===== src/logic/bml_pkg.sv =====
// constants shared by both ends of the battery monitor measurement link
// assumes both ends run on the same hclk
`default_nettype none
package bml_pkg;
  // clock and timing
  localparam int BML_CLK_NS      = 10;
  localparam int BML_TICK_MS     = 250;
  localparam int BML_TICK_CYCLES = BML_TICK_MS * 1000000 / BML_CLK_NS;
  localparam int BML_TEMP_S      = 2;
  localparam int BML_TEMP_TICKS  = BML_TEMP_S * 1000 / BML_TICK_MS;
  // widths
  localparam int BML_CELLS   = 15;
  localparam int BML_ADC_W   = 14;
  localparam int BML_CC_W    = 16;
  localparam int BML_TEMPS   = 3;
  // device register addresses, high byte at even address
  localparam logic [7:0] BML_A_STAT   = 8'h00;
  localparam logic [7:0] BML_A_CTRL   = 8'h01;
  localparam logic [7:0] BML_A_CC_HI  = 8'h02;
  localparam logic [7:0] BML_A_CC_LO  = 8'h03;
  localparam logic [7:0] BML_A_TS1_HI = 8'h04;
  localparam logic [7:0] BML_A_TS2_HI = 8'h06;
  localparam logic [7:0] BML_A_TS3_HI = 8'h08;
  localparam logic [7:0] BML_A_BAT_HI = 8'h0A;
  localparam logic [7:0] BML_A_LAST   = 8'h0B;
  // fields
  localparam int BML_STAT_READY_BIT  = 0;
  localparam int BML_CTRL_CCEN_BIT   = 6;
  localparam int BML_CTRL_TRIG_BIT   = 5;
  localparam int BML_CTRL_TSEL_BIT   = 3;
  // host AHB registers
  localparam logic [7:0] BML_H_CMD  = 8'h00;
  localparam logic [7:0] BML_H_STAT = 8'h04;
  localparam int BML_CMD_WR_BIT     = 16;
  localparam int BML_HS_BUSY_BIT    = 0;
  localparam int BML_HS_ALERT_BIT   = 1;
  localparam logic [1:0] BML_HTRANS_NONSEQ = 2'h2;
endpackage : bml_pkg
`default_nettype wire

===== src/logic/bml_link_if.sv =====
// register access link between the host end and the monitor end
// assumes both ends share one clock; req is held until ack
`default_nettype none
interface bml_link_if;
  logic       req;
  logic       wr;
  logic [7:0] addr;
  logic [7:0] wdata;
  logic       ack;
  logic [7:0] rdata;
  logic       alert;
  modport dev  (input req, wr, addr, wdata, output ack, rdata, alert);
  modport host (output req, wr, addr, wdata, input ack, rdata, alert);
endinterface : bml_link_if
`default_nettype wire


===== src/logic/bml_monitor.sv =====
// monitor end: coulomb counter, temperature and pack sum scheduling, registers
// assumes sense, cell and temperature samples arrive synchronous to hclk
// What this block does
// - integrate sense samples into 16-bit charge per window
// - continuous mode: new result and ready each window
// - ready flag setting drives alert high
// - continuous enable bit starts back-to-back conversions
// - single shot: one window, then ready
// - host keeps enable 0, sets trigger
// - result is signed 16-bit, saturated
// - select 1: thermistor readings to temperature registers
// - select 0: die readings to temperature registers
// - new source appears within temperature interval
// - temperature results are 14-bit converter codes
// - select picks the source for all three temperature registers
// - sum all cells, divide by four, 16 bits
// - pack sum lsb is four converter lsbs
// - full update with pack sum each interval
// - temperatures update every eighth interval
// - host derives stack gain from readings
// - host refreshes gain after large voltage change
// - high then low read returns one snapshot
// - alert holds until host clears flag
//
// The address map and the AHB-Lite interface to the registers are this design's own decisions.
`default_nettype none
module bml_monitor
  import bml_pkg::*;
#(
  parameter int TICK_CYCLES = BML_TICK_CYCLES
)(
  input  wire logic                                 hclk,
  input  wire logic                                 hresetn,
  bml_link_if.dev                                   link,
  input  wire logic signed [BML_CC_W-1:0]           cc_sample,
  input  wire logic [BML_CELLS-1:0][BML_ADC_W-1:0]  cell_code,
  input  wire logic [BML_TEMPS-1:0][BML_ADC_W-1:0]  therm_code,
  input  wire logic [BML_TEMPS-1:0][BML_ADC_W-1:0]  die_code
);
  typedef enum logic [1:0] {
    BML_CC_IDLE = 2'b01,
    BML_CC_RUN  = 2'b10
  } bml_cc_state_t;
  function automatic logic [17:0] sum_cells(input logic [BML_CELLS-1:0][BML_ADC_W-1:0] c);
    logic [17:0] s;
    s = 18'h00000;
    for (int i = 0; i < BML_CELLS; i++)
    begin
      s = s + {4'h0, c[i]};
    end
    return s;
  endfunction : sum_cells
  function automatic logic [BML_CC_W-1:0] sat16(input logic signed [31:0] v);
    return (v > 32'sh00007FFF) ? 16'h7FFF : (v < -32'sh00008000) ? 16'h8000 : v[15:0];
  endfunction : sat16
  logic [31:0] tick_cnt_q;
  logic        tick;
  logic [2:0]  temp_cnt_q;
  assign tick = (tick_cnt_q == 32'(TICK_CYCLES - 1));
  // master interval timer, temperatures on every eighth tick
  always_ff @(posedge hclk or negedge hresetn)
  begin
    if (!hresetn)
    begin
      tick_cnt_q <= 32'h00000000;
      temp_cnt_q <= 3'h0;
    end
    else
    begin
      tick_cnt_q <= tick ? 32'h00000000 : tick_cnt_q + 32'h00000001;
      if (tick)
      begin
        temp_cnt_q <= (temp_cnt_q == 3'(BML_TEMP_TICKS - 1)) ? 3'h0 : temp_cnt_q + 3'h1;
      end
    end
  end
  logic continuous_count_enable_q;
  logic trig_q;
  logic tsel_q;
  logic ready_q;
  logic cc_done;
  logic wr_ctrl;
  logic wr_stat;
  logic acc_take;
  assign acc_take = link.req && !link.ack;
  assign wr_ctrl  = acc_take && link.wr && (link.addr == BML_A_CTRL);
  assign wr_stat  = acc_take && link.wr && (link.addr == BML_A_STAT);
  always_ff @(posedge hclk or negedge hresetn)
  begin
    if (!hresetn)
    begin
      continuous_count_enable_q <= 1'b0;
      tsel_q  <= 1'b0;
    end
    else if (wr_ctrl)
    begin
      continuous_count_enable_q <= link.wdata[BML_CTRL_CCEN_BIT];
      tsel_q  <= link.wdata[BML_CTRL_TSEL_BIT];
    end
  end
  always_ff @(posedge hclk or negedge hresetn)
  begin
    if (!hresetn)
    begin
      trig_q <= 1'b0;
    end
    else if (cc_done)
    begin
      trig_q <= 1'b0;
    end
    else if (wr_ctrl)
    begin
      trig_q <= link.wdata[BML_CTRL_TRIG_BIT] && !link.wdata[BML_CTRL_CCEN_BIT];
    end
  end
  // coulomb counter
  bml_cc_state_t      cc_state_q;
  logic [31:0]        cc_cnt_q;
  logic signed [31:0] acc_q;
  logic signed [31:0] acc_d;
  logic [15:0]        cc_res_q;
  logic               win_end;
  assign acc_d   = acc_q + 32'(cc_sample);
  assign win_end = (cc_cnt_q == 32'(TICK_CYCLES - 1));
  assign cc_done = (cc_state_q == BML_CC_RUN) && win_end;
  always_ff @(posedge hclk or negedge hresetn)
  begin
    if (!hresetn)
    begin
      cc_state_q <= BML_CC_IDLE;
      cc_cnt_q   <= 32'h00000000;
      acc_q      <= 32'sh00000000;
      cc_res_q   <= 16'h0000;
    end
    else
    begin
      case (cc_state_q)
        BML_CC_IDLE:
        begin
          cc_cnt_q <= 32'h00000000;
          acc_q    <= 32'sh00000000;
          if (continuous_count_enable_q || trig_q)
          begin
            cc_state_q <= BML_CC_RUN;
          end
        end
        BML_CC_RUN:
        begin
          if (win_end)
          begin
            cc_res_q <= sat16(acc_d);
            cc_cnt_q <= 32'h00000000;
            acc_q    <= 32'sh00000000;
            cc_state_q <= continuous_count_enable_q ? BML_CC_RUN : BML_CC_IDLE;
          end
          else
          begin
            cc_cnt_q <= cc_cnt_q + 32'h00000001;
            acc_q    <= acc_d;
          end
        end
        default:
        begin
          cc_state_q <= BML_CC_IDLE;
        end
      endcase
    end
  end
  // ready flag, set wins over clear
  always_ff @(posedge hclk or negedge hresetn)
  begin
    if (!hresetn)
    begin
      ready_q <= 1'b0;
    end
    else if (cc_done)
    begin
      ready_q <= 1'b1;
    end
    else if (wr_stat && link.wdata[BML_STAT_READY_BIT])
    begin
      ready_q <= 1'b0;
    end
  end
  assign link.alert = ready_q;
  // scheduled results
  logic [BML_TEMPS-1:0][15:0] temp_q;
  logic [15:0]                bat_q;
  logic [17:0]                cell_sum;
  assign cell_sum = sum_cells(cell_code);
  always_ff @(posedge hclk or negedge hresetn)
  begin
    if (!hresetn)
    begin
      bat_q <= 16'h0000;
    end
    else if (tick)
    begin
      bat_q <= cell_sum[17:2];
    end
  end
  generate
    for (genvar t = 0; t < BML_TEMPS; t++)
    begin : g_temp
      always_ff @(posedge hclk or negedge hresetn)
      begin
        if (!hresetn)
        begin
          temp_q[t] <= 16'h0000;
        end
        else if (tick && (temp_cnt_q == 3'h0))
        begin
          temp_q[t] <= {2'h0, tsel_q ? therm_code[t] : die_code[t]};
        end
      end
    end
  endgenerate
  // register read with high/low snapshot
  function automatic logic [15:0] pair_word(input logic [7:0] a, input logic [15:0] cc,
                                            input logic [BML_TEMPS-1:0][15:0] ts, input logic [15:0] pack_sum_result);
    case (a[7:1])
      BML_A_CC_HI[7:1]:  return cc;
      BML_A_TS1_HI[7:1]: return ts[0];
      BML_A_TS2_HI[7:1]: return ts[1];
      BML_A_TS3_HI[7:1]: return ts[2];
      BML_A_BAT_HI[7:1]: return pack_sum_result;
      default:           return 16'h0000;
    endcase
  endfunction : pair_word
  logic [15:0] word;
  logic [7:0]  snap_lo_q;
  logic [7:0]  snap_addr_q;
  logic        snap_vld_q;
  logic        ack_q;
  logic [7:0]  rdata_q;
  logic        pair_addr;
  logic [7:0]  rd_byte;
  assign word      = pair_word(link.addr, cc_res_q, temp_q, bat_q);
  assign pair_addr = (link.addr >= BML_A_CC_HI) && (link.addr <= BML_A_LAST);
  assign rd_byte   = (link.addr == BML_A_STAT) ? {7'h00, ready_q} :
                     (link.addr == BML_A_CTRL) ? {1'b0, continuous_count_enable_q, trig_q, 1'b0, tsel_q, 3'h0} :
                     (snap_vld_q && (link.addr == snap_addr_q)) ? snap_lo_q :
                     (link.addr[0] ? word[7:0] : word[15:8]);
  always_ff @(posedge hclk or negedge hresetn)
  begin
    if (!hresetn)
    begin
      snap_lo_q   <= 8'h00;
      snap_addr_q <= 8'h00;
      snap_vld_q  <= 1'b0;
    end
    else if (acc_take)
    begin
      snap_vld_q  <= !link.wr && pair_addr && !link.addr[0];
      snap_lo_q   <= word[7:0];
      snap_addr_q <= link.addr | 8'h01;
    end
  end
  always_ff @(posedge hclk or negedge hresetn)
  begin
    if (!hresetn)
    begin
      ack_q   <= 1'b0;
      rdata_q <= 8'h00;
    end
    else
    begin
      ack_q <= acc_take;
      if (acc_take && !link.wr)
      begin
        rdata_q <= rd_byte;
      end
    end
  end
  assign link.ack   = ack_q;
  assign link.rdata = rdata_q;
endmodule : bml_monitor
`default_nettype wire


===== src/flat_wrapper.sv =====
// flat-port wrapper written by rule: the top's interface ports become plain ports
module bml_monitor_flat import bml_pkg::*;
#(
  parameter int TICK_CYCLES = BML_TICK_CYCLES
)
  (hclk, hresetn, cc_sample, cell_code, therm_code, die_code, link_req, link_wr, link_addr, link_wdata, link_ack, link_rdata, link_alert);
  bml_link_if link_i ();
  input  wire logic hclk;
  input  wire logic hresetn;
  input  wire logic signed [BML_CC_W-1:0] cc_sample;
  input  wire logic [BML_CELLS-1:0][BML_ADC_W-1:0] cell_code;
  input  wire logic [BML_TEMPS-1:0][BML_ADC_W-1:0] therm_code;
  input  wire logic [BML_TEMPS-1:0][BML_ADC_W-1:0] die_code;
  input wire logic [$bits(link_i.req)-1:0] link_req;
  input wire logic [$bits(link_i.wr)-1:0] link_wr;
  input wire logic [$bits(link_i.addr)-1:0] link_addr;
  input wire logic [$bits(link_i.wdata)-1:0] link_wdata;
  output wire logic [$bits(link_i.ack)-1:0] link_ack;
  output wire logic [$bits(link_i.rdata)-1:0] link_rdata;
  output wire logic [$bits(link_i.alert)-1:0] link_alert;
  assign link_i.req = link_req;
  assign link_i.wr = link_wr;
  assign link_i.addr = link_addr;
  assign link_i.wdata = link_wdata;
  assign link_ack = link_i.ack;
  assign link_rdata = link_i.rdata;
  assign link_alert = link_i.alert;
  bml_monitor #(.TICK_CYCLES(TICK_CYCLES)) u_core (.hclk(hclk), .hresetn(hresetn), .link(link_i), .cc_sample(cc_sample), .cell_code(cell_code), .therm_code(therm_code), .die_code(die_code));
endmodule

===== config.mk =====
export PLATFORM = sky130hd
export DESIGN_NAME = bml_monitor_flat
export DESIGN_NICKNAME = d
export VERILOG_FILES = /design/src/logic/bml_pkg.sv /design/src/logic/bml_link_if.sv /design/src/logic/bml_monitor.sv /design/src/flat_wrapper.sv
export SDC_FILE = /design/constraint.sdc
export NUM_CORES = 1
export LEC_CHECK = 0
export BUFFER_PORTS_ARGS = -buffer_cell sky130_fd_sc_hd__buf_2
export CAP_MARGIN = 0
export CORE_MARGIN = 2
export CORE_UTILIZATION = 58
export CTS_BUF_LIST = sky130_fd_sc_hd__clkbuf_4 sky130_fd_sc_hd__clkbuf_8
export DETAILED_ROUTE_END_ITERATION = 6
export PLACE_DENSITY = 0.91
export SETUP_SLACK_MARGIN = 0.4
export SKIP_CTS_REPAIR_TIMING = 1
export SYNTH_ARGS = -nofsm -noshare
export SYNTH_HDL_FRONTEND = slang
export SYNTH_SLANG_ARGS = --single-unit

===== constraint.sdc =====
create_clock -name hclk -period 3.5 [get_ports hclk]
set_input_delay 0.525 -clock hclk [delete_from_list [all_inputs] [get_ports hclk]]
set_output_delay 0.525 -clock hclk [all_outputs]
set_load 0.1 [all_outputs]

==> metrics.cfg <==
[timing]
tightest_slew_ns=0.785
rsz0062_at_grt=true
timing.final.ws_setup_ns=-3.63
fin_crit_ns=7.13
finalSetupTns_ns=-42.76
drv_slew=0
slew_headroom=0.473
finalSetupViolations=17
hold_viol=0
fmax_mhz=140
clock_skew_ns=0.0345
fin_crit_sh=2.04

[place]
place_congestion=0.929
placed_area_sq_um=20500
port_buffers=335
dp_hpwl_um=39200
placed_cells=2600

[global_route]
gr-total-overflow=0
grtUsageTotal=0.312
grt_pass1_wl_um=77400
grt_start_max_net_pins=85
antenna_found_initial=2
grt_pass1_vias=16119

[layout]
fill_cells=1775
drive_gt1_frac=0.317
layout_common_cells=buf_2 (330), dfrtp_1 (203), inv_1 (190)
final_cells=2684
syn_to_final_growth_pct=27.5
final_util=0.757
num-nets-final=2846
final_common_cell=buf_2
final_cell_area_sq_um=21900

[synthesis]
ys.flop_type=dfrtp_1
yosys-top-cells-area=dfrtp_1 (30%), fa_1 (19%), ha_1 (5.8%), inv_1 (4.4%), mux2i_1 (4.3%)
yosysTopAreaCellShare=0.298
postSynthAreaPerCell_sq_um=9.51
syn_area_sq_um=17100
synthDistinctLibCells=76
netlist_instances=1802
ys_async_sr_fraction=1.00
yosysWarningCount=0
synth_largest_area_cell=dfrtp_1
syn-num-nets=2377
synth-seq-cells=205
synth_edf_count=0
yosysSeqAreaShare=0.299

[routing]
drcViolationCount=0
vias=16052
routedWlPerCell_um=20.0
viasPerCell=5.98
wl_um=53600
drt_iter0_markers=1513
ant_nets=0
firstDrtPassIters=7

[setup_path]
startpoint_type=input port
required_ns=3.92
critPathMaxFanout=3
crit_path_top_delay_cell=fa_1
max_stage_delay_ns=0.53
crit-reg2reg-launch=u_core.acc_q[1]$_DFFE_PN0P_
crit_path_frequent_cell=fa_1
cp.arrival_ns=7.56
worst_r2r_endpoint=u_core.cc_res_q[7]$_DFFE_PN0P_
reg2reg_depth=13
rrSetupSlack_ns=-0.02
end_kind=register
crit_type=input port to register

[die]
dieHeight_um=176
core_sq_um=28900
die-area_sq_um=30900
row_count=62
io_pins=340
die-width_um=176
initial_core_util=0.594

[outcome]
run_status=finished with violations
violations=setup timing

[job]
drv_cap=0

[clock_tree]
cts_buffers=36
ctsRootBufferMaster=clkbuf_8
htreeDepth=2
clock_latency_ns=0.55
clockBufferDepth=3
cts.sinks=205
path_clk_slew_ns=0.07
cts_tree=yes

[hold_path]
hold_class=input port to asynchronous set/reset pin

final cells by class:
cell class              instances  area, sq um  area share
clock inverters                10         62.6     0.00286
clock buffers                  52          641      0.0293
multi-input cells            1329        11700       0.537
well taps                     384          480      0.0220
inverters                     203          764      0.0350
diodes                          5         12.5    0.000573
repair buffers                496         3030       0.139
flip-flops and latches        205         5130       0.235
per-stage QoR:
step,hold WS (ns),setup WS (ns)
finish,0.0267,-3.63
global route,0.0716,-3.89
CTS,0.0525,-3.77
detailed placement,0.473,-4.31
global placement,0.457,-3.99
floorplan,0.229,-3.63
worst max-delay path: cells and delay by family:
family | cells | cell delay, ns
AO/OA/AOI/OAI | 12 | 1.96
XOR/XNOR | 2 | 0.40
adder cells (fa/ha/maj) | 9 | 3.72
buffers and inverters | 5 | 0.30
AND/OR/NAND/NOR | 3 | 0.63
kinds of logic after synthesis:
logic type | synth area share
compound gates | 0.137
buf+inv | 0.0613
simple gates | 0.149
fa+ha+maj | 0.252
mux | 0.0498
xor+xnor | 0.0521
flops | 0.299
routing by layer:
layer / vias to the layer above / global-route usage / routed length [um] / share of wire
met4: 0 / 0.132 / 3080 / 0.058
met1: 7824 / 0.380 / 19900 / 0.37
met2: 897 / 0.545 / 26500 / 0.50
li1: 7075 / - / - / -
met3: 256 / 0.0591 / 4050 / 0.076
met5: - / 0 / 0 / 0
sequential cells by signal (all words and copies together), names as in the netlist, 16 cells and up:
name               count
u_core.temp_q         42
u_core.acc_q          32
u_core.cc_res_q       16
u_core.bat_q          16
u_core.tick_cnt_q     32
u_core.cc_cnt_q       32
how the worst max path moves through the flow:
stage | slack, ns | end | start | depth (start not counted)
4_1_cts | -3.77 | u_core.bat_q[14]$_DFFE_PN0N_ | cell_code[0] | 31
5_1_grt | -3.89 | u_core.bat_q[14]$_DFFE_PN0N_ | cell_code[0] | 31
3_3_place_gp | -3.99 | u_core.bat_q[14]$_DFFE_PN0N_ | cell_code[0] | 31
2_1_floorplan | -3.63 | u_core.bat_q[14]$_DFFE_PN0N_ | cell_code[0] | 30
6_report | -3.63 | u_core.bat_q[14]$_DFFE_PN0N_ | cell_code[0] | 31
3_5_place_dp | -4.31 | u_core.bat_q[14]$_DFFE_PN0N_ | cell_code[0] | 31
cells in the mapped netlist, drive strengths merged, types with 9 or more instances:
master / count
a211oi: 19
a21o: 17
a21oi: 71
a22o: 16
a31oi: 9
and3: 22
buf: 13
clkbuf: 52
dfrtp: 204
fa: 166
ha: 79
inv: 203
mux2: 10
mux2i: 74
nand2: 194
nand2b: 13
nand3: 53
nand4: 17
nor2: 115
nor2b: 13
nor3: 31
nor4: 20
o211ai: 9
o21ai: 152
o21bai: 15
o221ai: 16
o31ai: 13
or3: 12
xnor2: 54
xor2: 48
Power is left out: the tool's default activity adds up to more than one toggle a clock period on the data nets, which glitch-free logic cannot reach.
